### config.mk
export PLATFORM = sky130hd
export DESIGN_NAME = pgw_top
export DESIGN_NICKNAME = d
export VERILOG_FILES = /design/src/rtl/pgw_pkg.sv /design/src/rtl/pgw_write_unit.sv /design/src/rtl/pgw_read_unit.sv /design/src/rtl/pgw_top.sv
export SDC_FILE = /design/constraint.sdc
export NUM_CORES = 1
export LEC_CHECK = 0
export ABC_AREA = 0
export BUFFER_PORTS_ARGS = -buffer_cell sky130_fd_sc_hd__clkbuf_2
export CORE_MARGIN = 8
export CORE_UTILIZATION = 58
export CTS_BUF_LIST = sky130_fd_sc_hd__clkbuf_16
export DETAILED_ROUTE_END_ITERATION = 10
export PLACE_DENSITY = 0.81
export RECOVER_POWER = 100
export SYNTH_ARGS = -nofsm -noshare
export SYNTH_HDL_FRONTEND = slang
export SYNTH_SLANG_ARGS = --single-unit
### constraint.sdc
create_clock -name i_ref_clk -period 5.5 [get_ports i_ref_clk]
set_input_delay 1.1 -clock i_ref_clk [delete_from_list [all_inputs] [get_ports i_ref_clk]]
set_output_delay 1.1 -clock i_ref_clk [all_outputs]
set_load 0.02 [all_outputs]
### src/rtl/pgw_pkg.sv
// Shared constants, types and decoders of the planar graphics write/read path.
// Assumes one clock domain shared by host bus, register port and map memory.
package pgw_pkg;

    // Register indexes behind the data port.
    localparam logic [3:0] IDX_SET_RESET     = 4'h0;
    localparam logic [3:0] IDX_SR_ENABLE     = 4'h1;
    localparam logic [3:0] IDX_COMPARE_COLOR = 4'h2;
    localparam logic [3:0] IDX_ROTATE_FUNC   = 4'h3;
    localparam logic [3:0] IDX_READ_PLANE    = 4'h4;
    localparam logic [3:0] IDX_MODE_CTRL     = 4'h5;
    localparam logic [3:0] IDX_WINDOW_ADDR   = 4'h6;
    localparam logic [3:0] IDX_PARTICIPATION = 4'h7;
    localparam logic [3:0] IDX_BIT_MASK      = 4'h8;
    localparam int         NUM_REGS          = 9;

    // Writable bits of each register; the rest read as zero.
    localparam logic [7:0] WMASK_NIBBLE = 8'h0F;
    localparam logic [7:0] WMASK_ROTATE = 8'h1F;
    localparam logic [7:0] WMASK_PLANE  = 8'h03;
    localparam logic [7:0] WMASK_MODE   = 8'h7B;
    localparam logic [7:0] BYTE_ONES    = 8'hFF;
    localparam logic [7:0] BYTE_ZERO    = 8'h00;

    // Reset values.
    localparam logic [7:0] RST_REG      = 8'h00;
    localparam logic [7:0] RST_BIT_MASK = 8'hFF;

    // Field positions.
    localparam int ROT_CNT_LSB   = 0;
    localparam int ROT_FUNC_LSB  = 3;
    localparam int GM_WMODE_LSB  = 0;
    localparam int GM_READ_MODE  = 3;
    localparam int GM_ODD_EVEN   = 4;
    localparam int GM_SHIFT_IL   = 5;
    localparam int GM_SHIFT_256  = 6;
    localparam int WA_GFX        = 0;
    localparam int WA_CHAIN_OE   = 1;
    localparam int WA_WIN_LSB    = 2;

    // Write modes and logic functions.
    localparam logic [1:0] WMODE_SR     = 2'h0;
    localparam logic [1:0] WMODE_LATCH  = 2'h1;
    localparam logic [1:0] WMODE_SPREAD = 2'h2;
    localparam logic [1:0] WMODE_MASKED = 2'h3;
    localparam logic [1:0] FUNC_PASS    = 2'h0;
    localparam logic [1:0] FUNC_AND     = 2'h1;
    localparam logic [1:0] FUNC_OR      = 2'h2;
    localparam logic [1:0] FUNC_XOR     = 2'h3;

    // Buffer windows in the host address space.
    localparam logic [19:0] WIN_BASE_LOW  = 20'hA0000;
    localparam logic [19:0] WIN_BASE_MONO = 20'hB0000;
    localparam logic [19:0] WIN_BASE_ALT  = 20'hB8000;
    localparam logic [19:0] WIN_SIZE_128K = 20'h20000;
    localparam logic [19:0] WIN_SIZE_64K  = 20'h10000;
    localparam logic [19:0] WIN_SIZE_32K  = 20'h08000;

    // Host read sequencing.
    typedef enum logic [1:0] {ST_IDLE, ST_RD_ISSUE, ST_RD_DATA} pgw_state_t;

    // Writable-bit mask of a register index.
    function automatic logic [7:0] pgw_wmask(input logic [3:0] idx);
        case (idx)
            IDX_ROTATE_FUNC: pgw_wmask = WMASK_ROTATE;
            IDX_READ_PLANE:  pgw_wmask = WMASK_PLANE;
            IDX_MODE_CTRL:   pgw_wmask = WMASK_MODE;
            IDX_BIT_MASK:    pgw_wmask = BYTE_ONES;
            default:         pgw_wmask = WMASK_NIBBLE;
        endcase
    endfunction

    // Window decode: returns {hit, offset[16:0]}.
    function automatic logic [17:0] pgw_window(input logic [1:0] win, input logic [19:0] addr);
        logic [19:0] base;
        logic [19:0] size;
        logic [19:0] diff;
        case (win)
            2'h0:    begin base = WIN_BASE_LOW;  size = WIN_SIZE_128K; end
            2'h1:    begin base = WIN_BASE_LOW;  size = WIN_SIZE_64K;  end
            2'h2:    begin base = WIN_BASE_MONO; size = WIN_SIZE_32K;  end
            default: begin base = WIN_BASE_ALT;  size = WIN_SIZE_32K;  end
        endcase
        diff = addr - base;
        pgw_window = {(addr >= base) && (diff < size), diff[16:0]};
    endfunction

endpackage

### src/rtl/pgw_write_unit.sv
// Combinational write datapath: rotate, source select, logic function, bit mask.
// Assumes latches and control fields are stable registers of the caller.
module pgw_write_unit (
    // Host data and latches
    input  wire logic [7:0]  i_host_data,
    input  wire logic [31:0] i_latch,
    // Control fields
    input  wire logic [3:0]  i_set_reset,
    input  wire logic [3:0]  i_sr_enable,
    input  wire logic [2:0]  i_rotate,
    input  wire logic [1:0]  i_func,
    input  wire logic [1:0]  i_write_mode,
    input  wire logic [7:0]  i_bit_mask,
    // Result for the four maps
    output logic      [31:0] o_map_data
);
    import pgw_pkg::*;

    logic [15:0] doubled;
    logic [7:0]  rotated;

    // Circular right rotate: bits leaving position 0 come back at position 7.
    assign doubled = {i_host_data, i_host_data} >> i_rotate;
    assign rotated = doubled[7:0];

    // One lane per map.
    for (genvar n = 0; n < 4; n++) begin : g_map
        logic [7:0] lat;
        logic [7:0] src;
        logic [7:0] mask;
        logic [7:0] alu;
        assign lat = i_latch[8*n +: 8];

        // Pick the source and mask, then combine with the latch.
        always_comb begin
            src  = rotated;
            mask = i_bit_mask;
            case (i_write_mode)
                WMODE_SR:     src = i_sr_enable[n] ? {8{i_set_reset[n]}} : rotated;
                WMODE_LATCH:  mask = BYTE_ONES;
                WMODE_SPREAD: src = {8{i_host_data[n]}};
                WMODE_MASKED: begin
                    src  = {8{i_set_reset[n]}};
                    mask = rotated & i_bit_mask;
                end
                default: src = rotated;
            endcase
            // Rotation already happened above, so in mode 0 the function sees rotated data on lanes without set/reset.
            case (i_func)
                FUNC_AND: alu = src & lat;
                FUNC_OR:  alu = src | lat;
                FUNC_XOR: alu = src ^ lat;
                default:  alu = src;
            endcase
            if (i_write_mode == WMODE_LATCH) begin
                alu = lat;
            end
        end

        // Masked positions keep the latch contents.
        assign o_map_data[8*n +: 8] = (alu & mask) | (lat & ~mask);
    end

endmodule // pgw_write_unit

### src/rtl/pgw_read_unit.sv
// Combinational read datapath: plain map select or colour compare.
// Assumes map data are the four bytes just returned by display memory.
module pgw_read_unit (
    // Map data
    input  wire logic [31:0] i_maps,
    // Control fields
    input  wire logic [3:0]  i_colour,
    input  wire logic [3:0]  i_participate,
    input  wire logic        i_compare,
    input  wire logic [1:0]  i_sel,
    // Host byte
    output logic      [7:0]  o_data
);
    logic [7:0] cmp;

    // A map mismatches only when it participates and its bit differs.
    for (genvar b = 0; b < 8; b++) begin : g_bit
        assign cmp[b] = &(~(i_participate & (i_colour ^
                        {i_maps[24+b], i_maps[16+b], i_maps[8+b], i_maps[b]})));
    end

    // Plain reads ignore the compare registers.
    assign o_data = i_compare ? cmp : i_maps[8*i_sel +: 8];

endmodule // pgw_read_unit

### src/rtl/pgw_top.sv
// Graphics controller datapath between host accesses and four display maps.
// Assumes host, register port and map memory share i_ref_clk; maps answer a
// read one cycle after o_map_re.

module pgw_top (
    // Clock and reset
    input  wire logic        i_ref_clk,
    input  wire logic        i_rst_b,
    // Register port: index (sel 0) and data (sel 1)
    input  wire logic        i_io_wr,
    input  wire logic        i_io_rd,
    input  wire logic        i_io_data_sel,
    input  wire logic [7:0]  i_io_wdata,
    output logic      [7:0]  o_io_rdata,
    output logic             o_io_rvalid,
    // Host memory access
    input  wire logic        i_mem_rd,
    input  wire logic        i_mem_wr,
    input  wire logic [19:0] i_mem_addr,
    input  wire logic [7:0]  i_mem_wdata,
    output logic      [7:0]  o_mem_rdata,
    output logic             o_mem_rvalid,
    // Sequencer mode
    input  wire logic        i_seq_chain4,
    // Display maps
    output logic             o_map_re,
    output logic      [3:0]  o_map_we,
    output logic      [15:0] o_map_addr,
    output logic      [31:0] o_map_wdata,
    input  wire logic [31:0] i_map_rdata,
    // Display fetch and shift load
    input  wire logic [31:0] i_disp_maps,
    output logic      [31:0] o_shift_data,
    output logic             o_shift_256,
    // Mode status
    output logic             o_gfx_addressing,
    output logic             o_chargen_latch_en,
    output logic             o_odd_even_addressing
);
    import pgw_pkg::*;

    typedef struct packed {
        pgw_state_t                state;
        logic [3:0]                index;
        logic [NUM_REGS-1:0][7:0]  regs;
        logic [31:0]               latch;
        logic [1:0]                rd_sel;
        logic                      io_rvalid;
        logic [7:0]                io_rdata;
        logic                      mem_rvalid;
        logic [7:0]                mem_rdata;
        logic                      map_re;
        logic [3:0]                map_we;
        logic [15:0]               map_addr;
        logic [31:0]               map_wdata;
        logic [31:0]               shift_data;
        logic                      shift_256;
        logic                      gfx;
        logic                      chargen_en;
        logic                      odd_even;
    } pgw_regs_t;

    pgw_regs_t   q;
    pgw_regs_t   next_q;
    logic [7:0]  gm;
    logic [7:0]  wa;
    logic [7:0]  rf;
    logic [7:0]  bm;
    logic [17:0] win;
    logic        hit;
    logic [16:0] off;
    logic [15:0] map_addr;
    logic [3:0]  lanes;
    logic [1:0]  rsel;
    logic [31:0] wr_data;
    logic [7:0]  rd_byte;
    logic [31:0] ileave;

    // Register fields used by the datapath.
    assign gm = q.regs[IDX_MODE_CTRL];
    assign wa = q.regs[IDX_WINDOW_ADDR];
    assign rf = q.regs[IDX_ROTATE_FUNC];
    assign bm = q.regs[IDX_BIT_MASK];

    // Host address decode into window hit and offset.
    assign win = pgw_window(wa[WA_WIN_LSB +: 2], i_mem_addr);
    assign hit = win[17];
    assign off = win[16:0];

    // Map address and write lanes for the three addressing schemes.
    always_comb begin
        map_addr = off[15:0];
        lanes    = 4'hF;
        if (i_seq_chain4) begin
            map_addr = {2'h0, off[15:2]};
            lanes    = 4'h1 << off[1:0];
        end else if (wa[WA_CHAIN_OE]) begin
            map_addr = {off[15:1], off[16]};
            lanes    = off[0] ? 4'hA : 4'h5;
        end
    end

    // Map chosen for a plain read.
    always_comb begin
        rsel = q.regs[IDX_READ_PLANE][1:0];
        if (i_seq_chain4) begin
            rsel = off[1:0];
        end else if (gm[GM_ODD_EVEN]) begin
            rsel = {q.regs[IDX_READ_PLANE][1], off[0]};
        end
    end

    // Interleaved shift-load format for two-bit-per-pixel modes.
    always_comb begin
        ileave = '0;
        for (int k = 0; k < 4; k++) begin
            ileave[k]      = i_disp_maps[2*k];
            ileave[4+k]    = i_disp_maps[8+2*k];
            ileave[8+k]    = i_disp_maps[2*k+1];
            ileave[12+k]   = i_disp_maps[8+2*k+1];
            ileave[16+k]   = i_disp_maps[16+2*k];
            ileave[20+k]   = i_disp_maps[24+2*k];
            ileave[24+k]   = i_disp_maps[16+2*k+1];
            ileave[28+k]   = i_disp_maps[24+2*k+1];
        end
    end

    pgw_write_unit u_write (
        .i_host_data  (i_mem_wdata),
        .i_latch      (q.latch),
        .i_set_reset  (q.regs[IDX_SET_RESET][3:0]),
        .i_sr_enable  (q.regs[IDX_SR_ENABLE][3:0]),
        .i_rotate     (rf[ROT_CNT_LSB +: 3]),
        .i_func       (rf[ROT_FUNC_LSB +: 2]),
        .i_write_mode (gm[GM_WMODE_LSB +: 2]),
        .i_bit_mask   (bm),
        .o_map_data   (wr_data)
    );

    pgw_read_unit u_read (
        .i_maps        (i_map_rdata),
        .i_colour      (q.regs[IDX_COMPARE_COLOR][3:0]),
        .i_participate (q.regs[IDX_PARTICIPATION][3:0]),
        .i_compare     (gm[GM_READ_MODE]),
        .i_sel         (q.rd_sel),
        .o_data        (rd_byte)
    );

    // Next-state logic: register port, host access sequencing, mode outputs.
    always_comb begin
        next_q            = q;
        next_q.io_rvalid  = 1'b0;
        next_q.mem_rvalid = 1'b0;
        next_q.map_re     = 1'b0;
        next_q.map_we     = 4'h0;
        // Index port takes the index, data port reaches the indexed register.
        if (i_io_wr) begin
            if (!i_io_data_sel) begin
                next_q.index = i_io_wdata[3:0];
            end else if (q.index < 4'(NUM_REGS)) begin
                next_q.regs[q.index] = i_io_wdata & pgw_wmask(q.index);
            end
        end
        if (i_io_rd) begin
            next_q.io_rvalid = 1'b1;
            if (!i_io_data_sel) begin
                next_q.io_rdata = {4'h0, q.index};
            end else if (q.index < 4'(NUM_REGS)) begin
                next_q.io_rdata = q.regs[q.index];
            end else begin
                next_q.io_rdata = BYTE_ZERO;
            end
        end
        // Host accesses; a new one is taken only when idle.
        case (q.state)
            ST_IDLE: begin
                if (hit && i_mem_rd) begin
                    next_q.state    = ST_RD_ISSUE;
                    next_q.map_re   = 1'b1;
                    next_q.map_addr = map_addr;
                    next_q.rd_sel   = rsel;
                end else if (hit && i_mem_wr) begin
                    next_q.map_we    = lanes;
                    next_q.map_addr  = map_addr;
                    next_q.map_wdata = wr_data;
                end
            end
            ST_RD_ISSUE: begin
                next_q.state = ST_RD_DATA;
            end
            ST_RD_DATA: begin
                next_q.latch      = i_map_rdata;
                next_q.mem_rdata  = rd_byte;
                next_q.mem_rvalid = 1'b1;
                next_q.state      = ST_IDLE;
            end
            default: begin
                next_q.state = ST_IDLE;
            end
        endcase
        // Shift-load format and addressing status.
        next_q.shift_256  = gm[GM_SHIFT_256];
        if (gm[GM_SHIFT_256] || !gm[GM_SHIFT_IL]) begin
            next_q.shift_data = i_disp_maps;
        end else begin
            next_q.shift_data = ileave;
        end
        next_q.gfx        = wa[WA_GFX];
        next_q.chargen_en = !wa[WA_GFX];
        next_q.odd_even   = gm[GM_ODD_EVEN];
    end

    // State register.
    always_ff @(posedge i_ref_clk or negedge i_rst_b) begin
        if (!i_rst_b) begin
            q                    <= '0;
            q.state              <= ST_IDLE;
            q.regs[IDX_BIT_MASK] <= RST_BIT_MASK;
            q.chargen_en         <= 1'b1;
        end else begin
            q <= next_q;
        end
    end

    // Outputs straight from the state register.
    assign o_io_rdata            = q.io_rdata;
    assign o_io_rvalid           = q.io_rvalid;
    assign o_mem_rdata           = q.mem_rdata;
    assign o_mem_rvalid          = q.mem_rvalid;
    assign o_map_re              = q.map_re;
    assign o_map_we              = q.map_we;
    assign o_map_addr            = q.map_addr;
    assign o_map_wdata           = q.map_wdata;
    assign o_shift_data          = q.shift_data;
    assign o_shift_256           = q.shift_256;
    assign o_gfx_addressing      = q.gfx;
    assign o_chargen_latch_en    = q.chargen_en;
    assign o_odd_even_addressing = q.odd_even;

    logic [7:0] chk_cmp;

    // Independent colour-compare expectation over the latched maps.
    always_comb begin
        chk_cmp = BYTE_ONES;
        for (int b = 0; b < 8; b++) begin
            for (int n = 0; n < 4; n++) begin
                if (q.regs[IDX_PARTICIPATION][n] &&
                    (q.latch[8*n+b] != q.regs[IDX_COMPARE_COLOR][n])) begin
                    chk_cmp[b] = 1'b0;
                end
            end
        end
    end
endmodule // pgw_top

* After elaboration in Yosys (flattened, before gate mapping)
Cells that the tools add are included.
** Operators by class
- $add $sub $neg :: 1
- Multiply operators :: 0
- Div/mod/pow operators :: 0
- Order comparisons :: 5
- Equal/unequal tests :: 15
- Shift-type cells :: 3
- Mux-type cells :: 49
- Bitwise logic cells :: 53
- Reduce and logical (&&, ||, !) cells :: 25
** Operators by type and width (count)
- $pmux W8 S3 :: 8
- $mux W8 :: 16
- $and A8 B8 Y8 :: 14
- $bwmux W72 :: 1
- $or A8 B8 Y8 :: 8
- $mux W53 :: 1
- $mux W52 :: 1
- $pmux W18 S2 :: 1
- $pmux W17 S2 :: 1
- $and A4 B4 Y4 :: 8
- $bmux W8 S4 :: 1
- $demux W8 S4 :: 1
- $mux W16 :: 2
- $mux W32 :: 1
- $not A4 Y4 :: 8
- $pmux W8 S4 :: 1
- $reduce_and A4 Y1 :: 8
- $shiftx A32 B6 Y8 :: 1
- $xor A4 B4 Y4 :: 8
- $xor A8 B8 Y8 :: 4
- $mux W31 :: 1
- $ge A20 B20 Y1 :: 1
- $lt A20 B18 Y1 :: 1
- $sub A20 B20 Y20 :: 1
- other kinds (27) :: 53
** Storage, ports and cells
- Flip-flop bits (word level) :: 219
- Latch bits :: 0
- Bits in writable memories :: 0
- ROM bits :: 0
- Input bits :: 108
- Output and inout bits :: 107
- Logic and storage cells :: 177
- Memories kept :: 0

* Depth between registers and ports, before layout
- Word-level depth :: 11
- Depth in mapped cells :: 14
- Depth with buffers taken out :: 11

* Hierarchy
From an unflattened synthesis, not the netlist that was laid out.
** Second synthesis, totals
- Cell total of the unflattened synthesis :: 1217
- Area, all modules :: 13295.3 sq um
** By module, submodules not included
- pgw_top :: instances 1, cells each 723, area each 9816.9 sq um
- pgw_write_unit :: instances 1, cells each 410, area each 2720.1 sq um
- pgw_read_unit :: instances 1, cells each 84, area each 758.2 sq um

* Worst setup path before layout
OpenSTA, ideal clock, no wires.
- Path type :: input port to flip-flop
- Start point :: in i_mem_addr[15]
- End point :: reg q (netlist bit o_map_addr[15])
- Setup time :: 0.125 ns
- Arrival time :: 3.285 ns
- Slack :: 2.090 ns
- Stages on the path :: 11
- Path through :: inv_1 -> ha_1 -> inv_1 -> fa_1 -> xor2_1 -> ha_1 -> nor4b_2 -> o21a_1 -> o221a_2 -> buf_2 -> mux2_2
** On the way
- Longest elaborated chain between the ends :: 6
- Elaborated cells between the ends (all ways) :: 11
- Those cells by class :: 1 x add/sub; 2 x order compare; 3 x mux; 5 x reduce/logical
** Ends and longest elaborated chain
- from (decl) :: line pgw_top.sv:19 : input wire logic [19:0] i_mem_addr,
- $sub A20 B20 Y20 :: line pgw_pkg.sv:84 : diff = addr - base;
- $lt A20 B18 Y1 :: line pgw_pkg.sv:85 : pgw_window = {(addr >= base) && (diff < size), diff[16:0]};
- $logic_and A1 B1 Y1 :: line pgw_pkg.sv:85
- $logic_and A1 B1 Y1 (on tied branches) :: line pgw_top.sv:177, pgw_top.sv:182
- $reduce_bool A2 Y1 (no line)
- $reduce_and A2 Y1 (no line)
- to (signal assigned) :: line pgw_top.sv:221 : q <= next_q;
- to (decl) :: line pgw_top.sv:63 : pgw_regs_t q;
Several ways; a longest one is shown, not always the timed one. The select of a mux whose other input is x is not followed.
A chain may end at the register's enable or synchronous reset.

* Worst setup path after layout
- Start point :: in i_mem_addr[15]
- End point :: reg q (netlist bit o_map_wdata[21])
** On the way
- Longest elaborated chain between the ends :: 6
- Elaborated cells between the ends (all ways) :: 8
- Those cells by class :: 1 x add/sub; 2 x order compare; 1 x bitwise; 4 x reduce/logical
** Ends and longest elaborated chain
- $sub A20 B20 Y20 :: line pgw_pkg.sv:84
- $lt A20 B18 Y1 :: line pgw_pkg.sv:85
- $logic_and A1 B1 Y1 (*) :: line pgw_pkg.sv:85
- $logic_and A1 B1 Y1 :: line pgw_top.sv:177 : if (hit && i_mem_rd) begin
- $not A1 Y1 (no line)
- $reduce_and A3 Y1 (no line) (*)
Every way passes the cells marked *; elsewhere a longest branch is shown, timed or not.

==> key figures <==
Critical path
  – Worst Path Required: 5940 ps
  – Reg2Reg Launch Point: wa[3]
  – Startpoint Class: input port
  – FF-to-FF path depth: 12
  – Reg2reg end: o_map_wdata[21]
  – Crit Path Category: in2reg
  – Max stage delay on crit path: approximately 1300 ps
  – Critical path fanouts, max: 36
  – WP data arrival: 4430 ps
  – Cell Chain, Critical Path: clkbuf_2, inv_1, ha_1, inv_1, fa_1, xor2_1, ha_1, o21ai_0, o21a_1, o211ai_1, clkbuf_1, nand2_1, o211ai_1
  – R2r setup slk: between 1500 and 2000 ps
  – Worst setup EP type: flop
  – Critical Path Slowest Stage Cell: clkbuf_1
  – CP Launch Point: i_mem_addr[15]

Logic synthesis
  – Top FF cell, synth: dfrtp_1
  – Post-Syn Nets: ~1600
  – FFs w/ async S/R, synth: between 90% and 100%
  – Ranking of synthesized cells by area: dfrtp_1 (37%), mux2_2 (6.6%), ha_1 (6.0%)
  – Synth unique cells: 61
  – Post-synth EDFFs: 0
  – Syn avg cell area: ~10 um^2
  – Yosys reg bits: about 220
  – Cells after synthesis: between 1000 and 1500
  – Area share of the leading cell type in the synthesized netlist: about 37%
  – Area leader, netlist: dfrtp_1
  – Synth Cell Area: 14200 um^2
  – Post-synthesis sequential area ratio: between 30% and 40%
  – Syn. warnings: 0

Job
  – Max_cap viols: 4

Route
  – Vias: around 12000
  – Drt first pass iters: 7
  – Post-route ant nets: 0
  – DR iter-0 viols: approximately 1200
  – Drt total wl: roughly 42 mm
  – Vias per inst: approximately 6.4
  – DR DRC count: 0
  – WL per Instance: about 23 um

STA
  – Slew HR: -114%
  – Final setup viols: 0
  – Hold Fails Final Rpt: 0
  – Fmax: around 250 MHz
  – Final worst slack: between 1500 and 2000 ps
  – Setup TNS: 0 ps
  – Unrepaired setup endpoints after global routing: false
  – Skew final: between 10 and 15 ps
  – Final Max Slew Viols: about 230
  – Measured slew at the worst slew-check pin: between 3000 and 4000 ps
  – Minimum clock period: 3990 ps
  – Period utilization: 72.6%

Finish
  – Multi-input gate area: about 7000 um^2
  – Fraction of layout cells with a size suffix above 1: between 20 and 25%
  – Area Growth Syn to Fin: 7.13%
  – Most common cell after layout, fill and taps aside: dfrtp_1
  – Final net count: about 1600
  – Post-route cell area: between 15000 and 20000 um^2
  – Final std cells w/o fill: around 1800
  – Most frequent cells in the layout: dfrtp_1 (209), clkbuf_1 (113), clkbuf_2 (105)
  – Reg area: 5490 um^2
  – Filler Cells Inserted: ~2000
  – N_diodes: 0

GRT
  – First-pass GRT wire length: 65.1 mm
  – Initial antenna violation count: 1
  – GRT Util Overall: a little over a quarter
  – Largest net degree at the start of global routing: roughly 130
  – Vias in the first global route: ~12000
  – Gr ovfl total: 0

Hold path
  – Hold Crit Class: reg2reg
  – Hold EP: o_odd_even_addressing
  – Hold Startpoint: gm[4]
  – WHS Path Cells: 0

Clock network
  – Post-CTS Resized: 0
  – Bufs on Longest Clock Path: 3
  – Number of buffers added for setup after CTS: 0
  – Worst-skew pair later-pin latency: roughly 540 ps
  – TritonCTS Buffers: 25
  – Post-CTS Hold Fix Bufs: 0
  – Clock Root Buffer: clkbuf_16
  – Reg clk slew, reported paths: 60 ps
  – Clk sinks: between 200 and 250
  – H-Tree Depth: 1
  – CTS tree: yes

Die
  – Die height: roughly 170 um
  – Core area: about 24000 um^2
  – Die width: around 170 um
  – Initial cell density of the core: ~59%
  – Boundary pin count: between 200 and 250
  – Std cell rows: 57
  – Die area: ~30000 um^2

Status
  – Failing checks: capacitance limit, slew limit
  – Status: finished with violations

Placed design
  – Placement Setup Slack: 1360 ps
  – Gpl congestion: a little over 0.9
  – Placed cells: about 1800
  – Post-DP Area: approximately 15000 um^2
  – Placed wire-length estimate: between 20 and 30 mm
  – I/O Buffers: about 210

Power
  – Worst vdd ir: approximately 0.42 mV
  – Leakage power: just under 7 nW
  – Pwr dens: between 500 and 600 nW/um^2
## where the power goes
part / switching (W) / internal [W]
registers: 0.000752 / 0.00215
clock network: 0.000715 / 0.000934
logic: 0.00254 / 0.00162
## Yosys cell counts (all sizes together) (5+ instances only)
master   instances
mux2i           57
a32oi           12
and2            17
o221ai           5
a221oi          11
buf            143
o2111ai         33
a21oi           92
nand3b           9
xor2            33
o21ai          111
a21o            10
nand2b           7
a22o            16
a31oi           32
nor2b           28
nor2            40
inv             83
dfstp            9
nand2          104
a31o            32
or2              8
o211ai          22
mux4            32
dfrtp          210
mux2            84
ha              68
clkbuf          54
nor3             6
a22oi            8
## kinds of logic (layout without fill, tap and decap cells)
kind of cell / count (synthesis) / count (layout) / share of synthesized area [%]
AO/OA/AOI/OAI: 399 / 399 / 18.7
buffers and inverters: 280 / 356 / 10.6
AND/OR/NAND/NOR: 233 / 233 / 8.21
flip-flops: 219 / 219 / 38.6
multiplexers: 173 / 173 / 15.8
adder cells (fa/ha/maj): 69 / 69 / 6.11
XOR/XNOR: 33 / 33 / 2.03
## metrics by stage
step	power [W]	hold WS, ps	util (%)
6_report	0.00870	442	62.9
5_1_grt	0.00918	461	62.9
4_1_cts	0.00869	443	63.7
3_5_place_dp	0.00702	429	60.4
3_3_place_gp	0.00683	432	60.4
2_1_floorplan	0.00604	386	-
## critical path, delay by kind of cell
kind                     cells  cell delay (ps)
buffers and inverters        4             1490
AND/OR/NAND/NOR              1              130
XOR/XNOR                     1              190
AO/OA/AOI/OAI                4              630
adder cells (fa/ha/maj)      3              850
## worst max path at each step
stage	end	slack (ps)	cells after the start
6_report	o_map_wdata[21]	1510	13
5_1_grt	gm[0]	1010	1
4_1_cts	o_map_wdata[29]	1880	12
3_5_place_dp	o_map_wdata[5]	1360	12
3_3_place_gp	o_map_wdata[2]	1470	12
2_1_floorplan	o_map_addr[15]	2090	11
## final cells by class
| class | count | share of cell area (%) |
|---|---|---|
| clock inverters | 21 | 1.20 |
| repair buffers | 227 | 6.75 |
| clock buffers | 25 | 4.10 |
| well taps | 324 | 2.66 |
| flip-flops and latches | 219 | 36.0 |
| multi-input cells | 907 | 47.3 |
| inverters | 83 | 2.04 |
## sequential cells by signal, summed over array words and instances (netlist names), 16 cells and up
name,cells
o_shift_data,32
o_map_wdata,32
q,80
o_map_addr,16
## layer usage
| layer | global-route usage (%) | vias to the layer above | part of all wire [%] |
|---|---|---|---|
| met4 | 13.9 | 2 | 5.1 |
| met3 | 7.43 | 168 | 10 |
| li1 | - | 5088 | - |
| met1 | 33.7 | 5681 | 39 |
| met2 | 42.5 | 676 | 46 |
| met5 | 0 | - | 0.031 |
Power figures use the tool's default switching activity.
